File: config.mk
export PLATFORM = sky130hd
export DESIGN_NAME = aoi_out_iface
export DESIGN_NICKNAME = d
export VERILOG_FILES = /design/src/aoi_pkg.sv /design/src/aoi_stream_if.sv /design/src/aoi_skid_buf.sv /design/src/aoi_strap_sync.sv /design/src/aoi_out_iface.sv
export VERILOG_INCLUDE_DIRS = /design/src
export SDC_FILE = /design/constraint.sdc
export NUM_CORES = 1
export LEC_CHECK = 0
export ABC_AREA = 0
export BUFFER_PORTS_ARGS = -buffer_cell sky130_fd_sc_hd__buf_4
export CORE_AREA = 2 2 115 117
export DETAILED_ROUTE_END_ITERATION = 16
export DIE_AREA = 0 0 117 119
export PLACE_DENSITY = 0.67
export SYNTH_ARGS = -nofsm -noshare
export SYNTH_HDL_FRONTEND = slang
export SYNTH_SLANG_ARGS = --single-unit
File: constraint.sdc
create_clock -name clk -period 4.9 [get_ports clk]
set_input_delay 0.245 -clock clk [delete_from_list [all_inputs] [get_ports clk]]
set_output_delay 0.245 -clock clk [all_outputs]
set_load 0.01 [all_outputs]
File: src/aoi_defines.svh
`ifndef AOI_DEFINES_SVH
`define AOI_DEFINES_SVH

// ------------------------------------------------------------
// Register offsets
// ------------------------------------------------------------
`define AOI_REG_PERF_ONE        8'h03
`define AOI_REG_PERF_TWO        8'h4a
`define AOI_REG_SWING           8'h01
`define AOI_REG_STRENGTH        8'h26
`define AOI_REG_FORMAT          8'h3d
`define AOI_REG_IFACE           8'h41
`define AOI_REG_PWR             8'h43

// ------------------------------------------------------------
// Field positions
// ------------------------------------------------------------
`define AOI_SWING_LSB           2
`define AOI_SWING_MSB           7
`define AOI_STR_DATA_BIT        0
`define AOI_STR_CLK_BIT         1
`define AOI_FORMAT_BIT          7
`define AOI_IFACE_BIT           7
`define AOI_OBUF_PDN_BIT        4

// ------------------------------------------------------------
// Reset values and codes
// ------------------------------------------------------------
`define AOI_REG_RESET           8'h00
`define AOI_POS_CLIP_OB         12'hfff
`define AOI_POS_CLIP_TC         12'h7ff
`define AOI_NEG_CLIP_OB         12'h000
`define AOI_NEG_CLIP_TC         12'h800
`define AOI_MSB_FLIP            12'h800

`endif

File: src/aoi_pkg.sv
package aoi_pkg;

    typedef enum logic [1:0] {
        AOI_TC_DDR  = 2'b00,
        AOI_TC_PAR  = 2'b01,
        AOI_OB_PAR  = 2'b11,
        AOI_OB_DDR  = 2'b10
    } aoi_strap_type;

    typedef enum logic [1:0] {
        AOI_SRC_PIN = 2'b00,
        AOI_SRC_REG = 2'b01
    } aoi_cfg_src_type;

endpackage : aoi_pkg

File: src/aoi_stream_if.sv
`timescale 1ns/1ps
`default_nettype none
interface aoi_stream_if #(parameter int W = 14) ();
    logic         valid;
    logic         ready;
    logic [W-1:0] data;
    modport src (output valid, output data, input ready);
    modport snk (input valid, input data, output ready);
endinterface : aoi_stream_if
`default_nettype wire

File: src/aoi_skid_buf.sv
`timescale 1ns/1ps
`default_nettype none
module aoi_skid_buf #(
    parameter int W = 14
) (
    // Clock and reset
    input  wire logic clk,
    input  wire logic rst_n,
    // Streams
    aoi_stream_if.snk in_s,
    aoi_stream_if.src out_s
);
    logic [W-1:0] mem_ff [2];
    logic         wp_ff;
    logic         rp_ff;
    logic [1:0]   cnt_ff;
    logic         push;
    logic         pop;

    assign in_s.ready  = (cnt_ff != 2'd2);
    assign out_s.valid = (cnt_ff != 2'd0);
    assign out_s.data  = mem_ff[rp_ff];
    assign push        = in_s.valid && in_s.ready;
    assign pop         = out_s.valid && out_s.ready;

    always_ff @(posedge clk) begin
        if (push) begin
            mem_ff[wp_ff] <= in_s.data;
        end
    end

    always_ff @(posedge clk) begin
        if (!rst_n) begin
            wp_ff  <= 1'b0;
            rp_ff  <= 1'b0;
            cnt_ff <= 2'd0;
        end else begin
            if (push) begin
                wp_ff <= ~wp_ff;
            end
            if (pop) begin
                rp_ff <= ~rp_ff;
            end
            cnt_ff <= cnt_ff + {1'b0, push} - {1'b0, pop};
        end
    end
endmodule : aoi_skid_buf
`default_nettype wire

File: src/aoi_strap_sync.sv
`timescale 1ns/1ps
`default_nettype none
module aoi_strap_sync #(
    parameter int W = 5
) (
    // Clock and reset
    input  wire logic         clk,
    input  wire logic         rst_n,
    // Levels
    input  wire logic [W-1:0] async_in,
    output logic      [W-1:0] sync_out
);
    logic [W-1:0] s1_ff;
    logic [W-1:0] s2_ff;
    logic [W-1:0] s3_ff;

    // Change accepted once second and third stage agree
    always_ff @(posedge clk) begin
        if (!rst_n) begin
            s1_ff    <= '0;
            s2_ff    <= '0;
            s3_ff    <= '0;
            sync_out <= '0;
        end else begin
            s1_ff <= async_in;
            s2_ff <= s1_ff;
            s3_ff <= s2_ff;
            for (int i = 0; i < W; i++) begin
                if (s2_ff[i] == s3_ff[i]) begin
                    sync_out[i] <= s3_ff[i];
                end
            end
        end
    end
endmodule : aoi_strap_sync
`default_nettype wire

File: src/aoi_out_iface.sv
// How it works
// - Four strap levels pick format and interface
// - Enable pin low disables output buffers
// - Serial data pin becomes standby strap
// - Performance modes settable by register only
// - Twelve-bit sample with synchronous output clock
// - Register bit or strap picks interface
// - DDR carries two bits per pair
// - Even bits on fall, odd on rise
// - Swing field sets differential output level
// - Double-strength setting for halved termination
// - Separate strength bits for data, clock
// - Parallel mode: one pin per bit
// - Over-range high when input beyond full scale
// - Over-range held while overload persists
// - Over-range single-ended, any interface
// - Positive clip FFFh or 7FFh
// - Negative clip 000h or 800h
// - Disabled buffers float data pins and output_clock, not diff_output_clock_pos
`timescale 1ns/1ps
`default_nettype none
`include "aoi_defines.svh"
module aoi_out_iface #(
    parameter int N_BITS = 12,
    parameter int N_PAIR = 6
) (
    // Clock and reset
    input  wire logic              clk,
    input  wire logic              rst_n,
    // Sample stream from converter core
    input  wire logic              smp_valid,
    output logic                   smp_ready,
    input  wire logic [N_BITS-1:0] smp_code,
    input  wire logic              smp_over_pos,
    input  wire logic              smp_over_neg,
    // Strap pins (decoded comparator levels, format strap as 2-bit level)
    input  wire logic [1:0]        format_strap_pin,
    input  wire logic              output_enable_pin,
    input  wire logic              serial_data_in_pin,
    input  wire logic              reset_pin,
    // Register write port from serial interface
    input  wire logic              reg_wr,
    input  wire logic [7:0]        reg_addr,
    input  wire logic [7:0]        reg_wdata,
    input  wire logic              reg_sw_reset,
    output logic      [7:0]        reg_rdata,
    input  wire logic              receiver_ready,
    // Parallel outputs (oe low means driven)
    output logic      [N_BITS-1:0] output_data,
    output logic      [N_BITS-1:0] output_data_oe_n,
    output logic                   output_clock,
    output logic                   output_clock_oe_n,
    // DDR outputs: pair value per half period
    output logic      [N_PAIR-1:0] ddr_pair,
    output logic      [N_PAIR-1:0] ddr_pair_oe_n,
    output logic                   diff_output_clock_pos,
    // Over-range and mode status
    output logic                   overrange_flag,
    output logic                   standby,
    output logic                   ddr_mode,
    output logic                   offset_binary,
    output logic      [5:0]        swing_code,
    output logic                   data_double_drive_bit,
    output logic                   clock_double_drive_bit,
    output logic                   perf_mode_one,
    output logic                   perf_mode_two
);
    // ------------------------------------------------------------
    // Pin synchronisation
    // ------------------------------------------------------------
    logic [4:0] pins_s;

    aoi_strap_sync #(.W(5)) u_sync (
        .clk      (clk),
        .rst_n    (rst_n),
        .async_in ({format_strap_pin, output_enable_pin, serial_data_in_pin, reset_pin}),
        .sync_out (pins_s)
    );

    aoi_pkg::aoi_strap_type strap;
    logic                   oe_pin_s;
    logic                   serial_data_in_pin_s;
    logic                   pin_mode;

    assign strap    = aoi_pkg::aoi_strap_type'(pins_s[4:3]);
    assign oe_pin_s = pins_s[2];
    assign serial_data_in_pin_s  = pins_s[1];
    // Reset pin tied high means no serial interface in use
    assign pin_mode = pins_s[0];

    // ------------------------------------------------------------
    // Control registers
    // ------------------------------------------------------------
    logic [7:0] perf_mode_one_ctrl_ff;
    logic [7:0] perf_mode_two_ctrl_ff;
    logic [7:0] swing_ff;
    logic [7:0] strength_ff;
    logic [7:0] format_ff;
    logic [7:0] iface_ff;
    logic [7:0] pwr_ff;
    logic       reg_src_ff;
    logic       wr_ok;

    // Register writes only while the serial interface is in use
    assign wr_ok = reg_wr && !pin_mode;

    always_ff @(posedge clk) begin
        if (!rst_n || reg_sw_reset) begin
            perf_mode_one_ctrl_ff <= `AOI_REG_RESET;
            perf_mode_two_ctrl_ff <= `AOI_REG_RESET;
            swing_ff              <= `AOI_REG_RESET;
            strength_ff           <= `AOI_REG_RESET;
            format_ff             <= `AOI_REG_RESET;
            iface_ff              <= `AOI_REG_RESET;
            pwr_ff                <= `AOI_REG_RESET;
            reg_src_ff            <= 1'b0;
        end else if (wr_ok) begin
            if (reg_addr == `AOI_REG_PERF_ONE) begin
                perf_mode_one_ctrl_ff <= reg_wdata;
            end else if (reg_addr == `AOI_REG_PERF_TWO) begin
                perf_mode_two_ctrl_ff <= reg_wdata;
            end else if (reg_addr == `AOI_REG_SWING) begin
                swing_ff <= reg_wdata;
            end else if (reg_addr == `AOI_REG_STRENGTH) begin
                strength_ff <= reg_wdata;
            end else if (reg_addr == `AOI_REG_FORMAT) begin
                format_ff  <= reg_wdata;
                reg_src_ff <= 1'b1;
            end else if (reg_addr == `AOI_REG_IFACE) begin
                iface_ff   <= reg_wdata;
                reg_src_ff <= 1'b1;
            end else if (reg_addr == `AOI_REG_PWR) begin
                pwr_ff <= reg_wdata;
            end
        end
    end

    always_comb begin
        if (reg_addr == `AOI_REG_PERF_ONE) begin
            reg_rdata = perf_mode_one_ctrl_ff;
        end else if (reg_addr == `AOI_REG_PERF_TWO) begin
            reg_rdata = perf_mode_two_ctrl_ff;
        end else if (reg_addr == `AOI_REG_SWING) begin
            reg_rdata = swing_ff;
        end else if (reg_addr == `AOI_REG_STRENGTH) begin
            reg_rdata = strength_ff;
        end else if (reg_addr == `AOI_REG_FORMAT) begin
            reg_rdata = format_ff;
        end else if (reg_addr == `AOI_REG_IFACE) begin
            reg_rdata = iface_ff;
        end else if (reg_addr == `AOI_REG_PWR) begin
            reg_rdata = pwr_ff;
        end else begin
            reg_rdata = 8'h00;
        end
    end

    // ------------------------------------------------------------
    // Mode selection
    // ------------------------------------------------------------
    logic ddr_sel;
    logic ob_sel;
    logic buf_on;

    // Strap rules until software writes a format or interface register
    always_comb begin
        if (reg_src_ff && !pin_mode) begin
            ddr_sel = !iface_ff[`AOI_IFACE_BIT];
            ob_sel  = format_ff[`AOI_FORMAT_BIT];
        end else begin
            ddr_sel = (strap == aoi_pkg::AOI_TC_DDR) || (strap == aoi_pkg::AOI_OB_DDR);
            ob_sel  = (strap == aoi_pkg::AOI_OB_PAR) || (strap == aoi_pkg::AOI_OB_DDR);
        end
    end

    assign buf_on = oe_pin_s && !pwr_ff[`AOI_OBUF_PDN_BIT];

    // ------------------------------------------------------------
    // Sample formatting and clipping
    // ------------------------------------------------------------
    aoi_stream_if #(.W(N_BITS + 1)) fmt_s ();
    aoi_stream_if #(.W(N_BITS + 1)) buf_s ();

    logic [N_BITS-1:0] fmt_code;

    always_comb begin
        if (smp_over_pos) begin
            fmt_code = ob_sel ? `AOI_POS_CLIP_OB : `AOI_POS_CLIP_TC;
        end else if (smp_over_neg) begin
            fmt_code = ob_sel ? `AOI_NEG_CLIP_OB : `AOI_NEG_CLIP_TC;
        end else begin
            // Core code is twos complement; offset binary flips the sign bit
            fmt_code = ob_sel ? (smp_code ^ `AOI_MSB_FLIP) : smp_code;
        end
    end

    assign fmt_s.valid = smp_valid;
    assign fmt_s.data  = {smp_over_pos | smp_over_neg, fmt_code};
    assign smp_ready   = fmt_s.ready;

    // Two entries absorb one stalled sample without loss
    aoi_skid_buf #(.W(N_BITS + 1)) u_buf (
        .clk   (clk),
        .rst_n (rst_n),
        .in_s  (fmt_s),
        .out_s (buf_s)
    );

    // ------------------------------------------------------------
    // Output phase: one sample per two clk cycles
    // ------------------------------------------------------------
    logic              phase_ff;
    logic [N_BITS-1:0] word_ff;
    logic              ovr_ff;

    // Phase 0 is the low half of the output clock, phase 1 the high half
    assign buf_s.ready = phase_ff && receiver_ready;

    always_ff @(posedge clk) begin
        if (!rst_n) begin
            phase_ff <= 1'b0;
        end else begin
            phase_ff <= ~phase_ff;
        end
    end

    always_ff @(posedge clk) begin
        if (!rst_n) begin
            word_ff <= '0;
            ovr_ff  <= 1'b0;
        end else if (buf_s.valid && buf_s.ready) begin
            word_ff <= buf_s.data[N_BITS-1:0];
            // Level follows each sample, so it holds during overload
            ovr_ff  <= buf_s.data[N_BITS];
        end
    end

    // ------------------------------------------------------------
    // Pins
    // ------------------------------------------------------------
    always_ff @(posedge clk) begin
        if (!rst_n) begin
            output_clock          <= 1'b0;
            diff_output_clock_pos <= 1'b0;
        end else begin
            // Data changes while clock low, so rising edge sees it stable
            output_clock          <= phase_ff;
            diff_output_clock_pos <= phase_ff;
        end
    end

    always_ff @(posedge clk) begin
        if (!rst_n) begin
            output_data    <= '0;
            overrange_flag <= 1'b0;
        end else begin
            output_data    <= word_ff;
            // Same stage as the data pins so flag and clip code line up
            overrange_flag <= ovr_ff;
        end
    end

    // Pair i carries bit 2i after the fall and bit 2i+1 after the rise
    genvar gi;
    generate
        for (gi = 0; gi < N_PAIR; gi++) begin : g_pair
            always_ff @(posedge clk) begin
                if (!rst_n) begin
                    ddr_pair[gi] <= 1'b0;
                end else begin
                    ddr_pair[gi] <= phase_ff ? word_ff[2*gi+1] : word_ff[2*gi];
                end
            end
        end
    endgenerate

    always_ff @(posedge clk) begin
        if (!rst_n) begin
            output_data_oe_n  <= '1;
            ddr_pair_oe_n     <= '1;
            output_clock_oe_n <= 1'b1;
        end else begin
            output_data_oe_n  <= {N_BITS{!(buf_on && !ddr_sel)}};
            ddr_pair_oe_n     <= {N_PAIR{!(buf_on && ddr_sel)}};
            output_clock_oe_n <= !buf_on;
        end
    end

    // ------------------------------------------------------------
    // Mode status outputs
    // ------------------------------------------------------------
    always_ff @(posedge clk) begin
        if (!rst_n) begin
            standby                <= 1'b0;
            ddr_mode               <= 1'b0;
            offset_binary          <= 1'b0;
            swing_code             <= '0;
            data_double_drive_bit  <= 1'b0;
            clock_double_drive_bit <= 1'b0;
            perf_mode_one          <= 1'b0;
            perf_mode_two          <= 1'b0;
        end else begin
            standby                <= pin_mode && serial_data_in_pin_s;
            ddr_mode               <= ddr_sel;
            offset_binary          <= ob_sel;
            swing_code             <= swing_ff[`AOI_SWING_MSB:`AOI_SWING_LSB];
            data_double_drive_bit  <= strength_ff[`AOI_STR_DATA_BIT];
            clock_double_drive_bit <= strength_ff[`AOI_STR_CLK_BIT];
            perf_mode_one          <= perf_mode_one_ctrl_ff == 8'h03;
            perf_mode_two          <= perf_mode_two_ctrl_ff[0];
        end
    end
endmodule : aoi_out_iface
`default_nettype wire

# Word-level counts from Yosys, hierarchy flattened
# Memory sizes are Yosys's and may differ from the RTL's. A register that Yosys moved wholly into a read port is not among the register bits.
# Cells that the tools add are included.
word_totals:
  word_cells: 126
  out_inout_bits: 62
  n_memories: 1
  reg_bits: 118
  in_bits: 41
  ramBits: 26
memory_table:
  columns: ["name", "words", "width", "rd", "rd_clocked_by_memory_dff", "wr", "line", "source"]
  rows:
  - ["u_buf.mem_ff", 2, 13, 1, 1, 1, "aoi_skid_buf.sv:13", "logic [W-1:0] mem_ff [2];"]
op_classes:
  add_sub_neg: 2
  n_reduce_logical: 32
  n_mux: 24
  n_eq_ne: 16
  bitwise_logic: 11
ops:
  columns: ["op", "count"]
  rows:
  - ["2-to-1 mux 12 bit", 5]
  - ["2-to-1 mux 8 bit", 7]
  - ["equality test 8 x 7 -> 1 bit (second input constant)", 3]
  - ["equality test 8 x 2 -> 1 bit (second input constant)", 2]
  - ["equality test 8 x 6 -> 1 bit (second input constant)", 2]
  - ["2-to-1 mux 1 bit", 12]
  - ["AND reduction 6 bit", 2]
  - ["inverter 1 bit", 10]
  - ["logical AND 1 bit", 9]
  - ["logical NOT 1 bit", 9]
  - ["equality test 8 x 1 -> 1 bit (second input constant)", 1]
  - ["AND reduction 8 bit", 1]
  - ["AND reduction 7 bit", 1]
  - ["equality test 1 bit", 5]
  - ["AND reduction 5 bit", 1]
  - ["equality test 2 bit (second input constant)", 2]
  - ["AND reduction 4 bit", 1]
  - ["nonzero test 2 bit", 2]
  - ["logical OR 1 bit", 3]
  - ["AND reduction 3 bit", 1]
  - ["adder 2 x 1 -> 2 bit", 1]
  - ["logical NOT 2 bit", 1]
  - ["!= test 2 bit (second input constant)", 1]
  - ["AND reduction 2 bit", 1]
  - ["other kinds (2)", 2]

# Logic depth before layout (Yosys ltp)
depth:
  depth_word: 8
  mapped_depth: 10
  mapped_depth_nobuf: 7

# Modules after synthesis
# A second synthesis with hierarchy kept.
hier_totals:
  hier_cells: 570
  hier_area_um2: 6263.5
modules_own_cells:
  columns: ["mod", "area_each_um2", "cells_per_inst", "instances", "seq_area_each_um2"]
  rows:
  - ["aoi_out_iface", 4483.0, 454, 1, 2142.1]
  - ["aoi_skid_buf", 1173.6, 64, 1, 880.8]
  - ["aoi_strap_sync", 606.8, 52, 1, 400.4]

# Least setup slack after synthesis
# Ideal clock, no wire load.
synth_timing:
  kind: "register -> register"
  from: "reg phase_ff"
  to: "reg u_buf.cnt_ff[1]"
  period_less_slack_ns: 2.233
  setup_time_ns: 0.115
  required_ns: 4.785
  t_arrival_ns: 2.118
  path_stages_with_launch: 11
  path_slack_ns: 2.667
  n_path_buf: 3
  cell_sequence: "dfxtp_1 clkbuf_1 o211a_1 clkbuf_1 buf_1 ha_1 inv_1 ha_1 xnor2_1 xnor2_1 and2_1"
synth_via:
  elab_chain_cells: 3
synth_rtl:
  columns: ["item", "line", "source"]
  rows:
  - ["start: declaration", "aoi_out_iface.sv:212", "logic phase_ff;"]
  - ["start signal: assignment", "aoi_out_iface.sv:223", "phase_ff <= ~phase_ff;"]
  - ["logical AND 1 bit", "aoi_out_iface.sv:217", "assign buf_s.ready = phase_ff && receiver_ready;"]
  - ["logical AND 1 bit", "aoi_skid_buf.sv:24", "assign pop = out_s.valid && out_s.ready;"]
  - ["via u_buf.pop", "aoi_skid_buf.sv:18", "logic pop;"]
  - ["subtractor 2 x 1 -> 2 bit", "aoi_skid_buf.sv:44", "cnt_ff <= cnt_ff + {1'b0, push} - {1'b0, pop};"]
  - ["end signal: assignment", "aoi_skid_buf.sv:44", null]
  - ["end: declaration", "aoi_skid_buf.sv:16", "logic [1:0] cnt_ff;"]
# The timed path passes the listed nets, and every way through them passes these cells.
# A chain may end at the register's enable or synchronous reset.

# Worst setup path after layout
layout_timing:
  from: "in reg_addr[2]"
  to: "out reg_rdata[4]"
layout_via:
  elab_chain_cells: 8
  word_cells_on_any_way: 14
  cone_classes: "eq/ne (7); mux (7)"
layout_rtl:
  columns: ["item", "line", "source"]
  rows:
  - ["start: declaration", "aoi_out_iface.sv:43", "input wire logic [7:0] reg_addr,"]
  - ["equality test 8 x 7 -> 1 bit (no source line)", null, null]
  - ["2-to-1 mux 8 bit", "aoi_out_iface.sv:151", "end else if (reg_addr == `AOI_REG_PWR) begin"]
  - ["2-to-1 mux 8 bit", "aoi_out_iface.sv:149", "end else if (reg_addr == `AOI_REG_IFACE) begin"]
  - ["2-to-1 mux 8 bit", "aoi_out_iface.sv:147", "end else if (reg_addr == `AOI_REG_FORMAT) begin"]
  - ["2-to-1 mux 8 bit", "aoi_out_iface.sv:145", "end else if (reg_addr == `AOI_REG_STRENGTH) begin"]
  - ["2-to-1 mux 8 bit", "aoi_out_iface.sv:143", "end else if (reg_addr == `AOI_REG_SWING) begin"]
  - ["2-to-1 mux 8 bit", "aoi_out_iface.sv:141", "end else if (reg_addr == `AOI_REG_PERF_TWO) begin"]
  - ["2-to-1 mux 8 bit (*)", "aoi_out_iface.sv:139", "if (reg_addr == `AOI_REG_PERF_ONE) begin"]
  - ["end: declaration", "aoi_out_iface.sv:46", "output logic [7:0] reg_rdata,"]
# Mark *: on every way between the ends. The rest lies on a longest branch, timed or not.

==> impl_metrics.csv <==
group,metric,value,unit
run_status,run_status,"completed",
sta,setup_violations,0,
clock_network,clk_path_buf_depth,2,
logic_synthesis,async_reset_ff_frac,0,
global_route,grt_overflow,0,
logic_synthesis,synth_seq_cells,157,
detailed_routing,drt_pass1_iterations,5,
global_route,grt_max_degree,69,
power,p_total,3.03,mW
sta,maxSlewViolCount,0,
floorplan,core_area,12900,um2
final_layout,fin_util,0.588,
sta,fin_crit_sh,0.534,
worst_setup_path,slowest_stage,"nor3b_1",
detailed_routing,drtIter0Drc,297,
detailed_routing,ant_nets,0,
place,dp_cells,815,
sta,period_needed,2.62,ns
sta,setup_tns,0,ns
clock_network,tritoncts,"done",
global_route,grt_use_total,0.213,
clock_network,cts_resized,0,
clock_network,cts_root_buffer,"clkbuf_16",
sta,relSlewSlack,0.245,
floorplan,dieArea,13900,um2
clock_network,cts-buffers-inserted,17,
final_layout,fill_cells,1140,
floorplan,die_w,117,um
logic_synthesis,synth_cell_types,44,
logic_synthesis,synth_top_area_cell,"dfxtp_1",
worst_setup_path,cp_num_buf_inv,2,
worst_setup_path,cpMostUsedCell,"buf_4",
worst_setup_path,critPathArrivalTime,2.37,ns
logic_synthesis,synthTopCellsByArea,"dfxtp_1 42%, mux2i_1 13%, edfxtp_1 12%, nor2_1 4.7%, and2_1 4.3%",
sta,hold_violations,0,
power,leakage,3.25,nW
sta,worst_slew_pin_slew,1.13,ns
global_route,grt_pass1_vias,4208,
global_route,antenna_found_initial,0,
place,gp_congestion,0.913,
logic_synthesis,avgSynthCellArea,10.7,um2
floorplan,fp.dieH,119,um
place,port_buffers,102,
worst_setup_path,start_kind,"input pin",
power,vdd_drop_max,0.243,mV
floorplan,start_util,0.485,
place,hpwl,10000,um
detailed_routing,vias,4443,
clock_network,postCtsSetupBuffers,0,
floorplan,rows,42,
logic_synthesis,synth_edf_count,26,
logic_synthesis,yosys_warnings,0,
final_layout,drive_gt1_frac,0.215,
worst_setup_path,max_stage_delay,0.57,ns
logic_synthesis,synth_nets,628,
worst_setup_path,cp_top_family,"simple AND/OR/NAND/NOR gates",
detailed_routing,routed_wl,14200,um
logic_synthesis,synth_flop_cell,"dfxtp_1",
worst_hold_path,hp-class,"input pin to flip-flop",
final_layout,n_antenna_cell,0,
clock_network,path_clk_slew,0.06,ns
place,placed_area,6980,um2
logic_synthesis,syn_inst,585,
sta,max_freq,382,MHz
clock_network,clk_latency,0.42,ns
global_route,grt_pass1_wl,22400,um
worst_setup_path,worstSetupEndpointType,"output pin",
detailed_routing,drcViolationCount,0,
detailed_routing,wire_per_inst,16.8,um
worst_setup_path,crit_type,"input pin to output pin",
sta,fin_skew,0.00500,ns
final_layout,areaGrowthSynthToFinish,21.2,%
floorplan,ios,103,
logic_synthesis,yosys.area.top_type_share,0.420,
worst_setup_path,worst_ep_required_time,4.66,ns
worst_setup_path,cp_max_fo,15,
sta,rsz0062_at_grt,"no",
run,drv_cap,0,
power,power.density,400,nW/um2
logic_synthesis,syn-cell-area,6250,um2
clock_network,cts_hold_repair.buffers,0,
logic_synthesis,yosysSeqAreaShare,0.545,
clock_network,clock_sinks,157,
final_layout,final_area,7570,um2
detailed_routing,viasPerCell,5.25,
final_layout,instances_no_fill,847,
final_layout,nets,701,
clock_network,h-tree-depth,4,
worst_setup_path,path_cells,"buf_4 > nor3b_1 > nand3_1 > o22a_1 > o32ai_1 > buf_4",
==> report_power, final <==
group,total [mW],internal (mW),switching (mW)
Combinational,0.263,0.120,0.143
Sequential,1.44,1.40,0.0406
Clock,1.32,0.802,0.520
Total,3.03,2.32,0.704
==> layout make-up <==
cell class / instances / area [um2] / share of cell area
clock inverters: 14 / 166 / 0.0220
clock buffers: 18 / 429 / 0.0567
inverters: 4 / 15.0 / 0.00198
multi-input cells: 375 / 2560 / 0.339
flip-flops and latches: 157 / 3400 / 0.449
repair buffers: 103 / 773 / 0.102
well taps: 176 / 220 / 0.0291
==> worst paths after layout <==
check,to,start,depth (start not counted),slack (ns)
worst max-delay path,reg_rdata[4],reg_addr[2],6,2.28
worst min-delay path,u_sync.s1_ff[1]$_SDFF_PN0_,serial_data_in_pin,2,0.03
worst max register to register,u_buf.cnt_ff[1]$_SDFF_PN0_,phase_ff$_SDFF_PN0_,7,2.44
worst min register to register,u_sync.s2_ff[0]$_SDFF_PN0_,u_sync.s1_ff[0]$_SDFF_PN0_,1,0.43
==> cell usage in the layout, fill, tap and decap left out, drive strengths merged, types with 6 or more instances in the layout <==
cell and instances:
dfxtp 131, buf 103, mux2i 79, nor2 79
and2 43, edfxtp 26, a21oi 24, nand2 22
o21ai 21, clkbuf 18, o211a 14, a21o 11
or3 9, o22a 8, o32ai 8, inv 7
clkinv 7, mux2 6
==> worst register-to-register path, stage by stage, from the launching register on <==
cell and delay, ns:
dfxtp_1 0.60, o211a_1 0.79, ha_1 0.36, inv_1 0.06, ha_1 0.16, xnor2_1 0.15, xnor2_1 0.09, and2_1 0.15
==> state kept, by name (all words and copies together), names as in the netlist, 8 cells and up <==
register / cells
format_ff: 8
perf_mode_two_ctrl_ff: 8
u_buf.mem_ff: 26
output_data: 12
iface_ff: 8
perf_mode_one_ctrl_ff: 8
strength_ff: 8
swing_ff: 8
word_ff: 12
pwr_ff: 8
==> cells by family after synthesis <==
group | Yosys count | share of synthesized area
xor gates and xnor gates | 5 | 0.00701
buffers and inverters | 53 | 0.0451
DFF | 157 | 0.545
and+or+nand+nor | 190 | 0.159
adders and majority gates | 2 | 0.00400
muxes | 85 | 0.137
AOI/OAI and AO/OA | 93 | 0.103
==> metrics by stage <==
step,hold WS (ns),setup WS (ns)
CTS,0.0103,2.30
finish,0.0292,2.28
global route,0.0151,2.13
floorplan,0.372,2.67
detailed placement,0.422,2.31
global placement,0.415,2.30
==> cell usage after synthesis (3+ instances only) <==
cell type	instances
a21boi_0	5
a21o_1	11
a21oi_1	24
and2_1	43
and3_1	3
buf_1	4
buf_2	3
buf_4	17
clkbuf_1	23
dfxtp_1	131
edfxtp_1	26
inv_1	4
mux2_2	6
mux2i_1	79
nand2_1	22
nand2b_1	3
nand3_1	4
nand4_1	3
nor2_1	79
nor2b_1	5
o211a_1	14
o21ai_0	21
o22a_1	8
o32ai_1	8
or3_1	9
xnor2_1	4
==> layer usage <==
metal  vias to the layer above  share of wire  GRT usage  routed length, um
met2                       113           0.47      0.325               6750
li1                       2182              -          -                  -
met1                      2123           0.47      0.296               6680
met3                        25          0.039     0.0499                553
met4                         0          0.017     0.0743                242
met5                         -              0          0                  0
No activity file was read; power rests on OpenSTA's default activity.
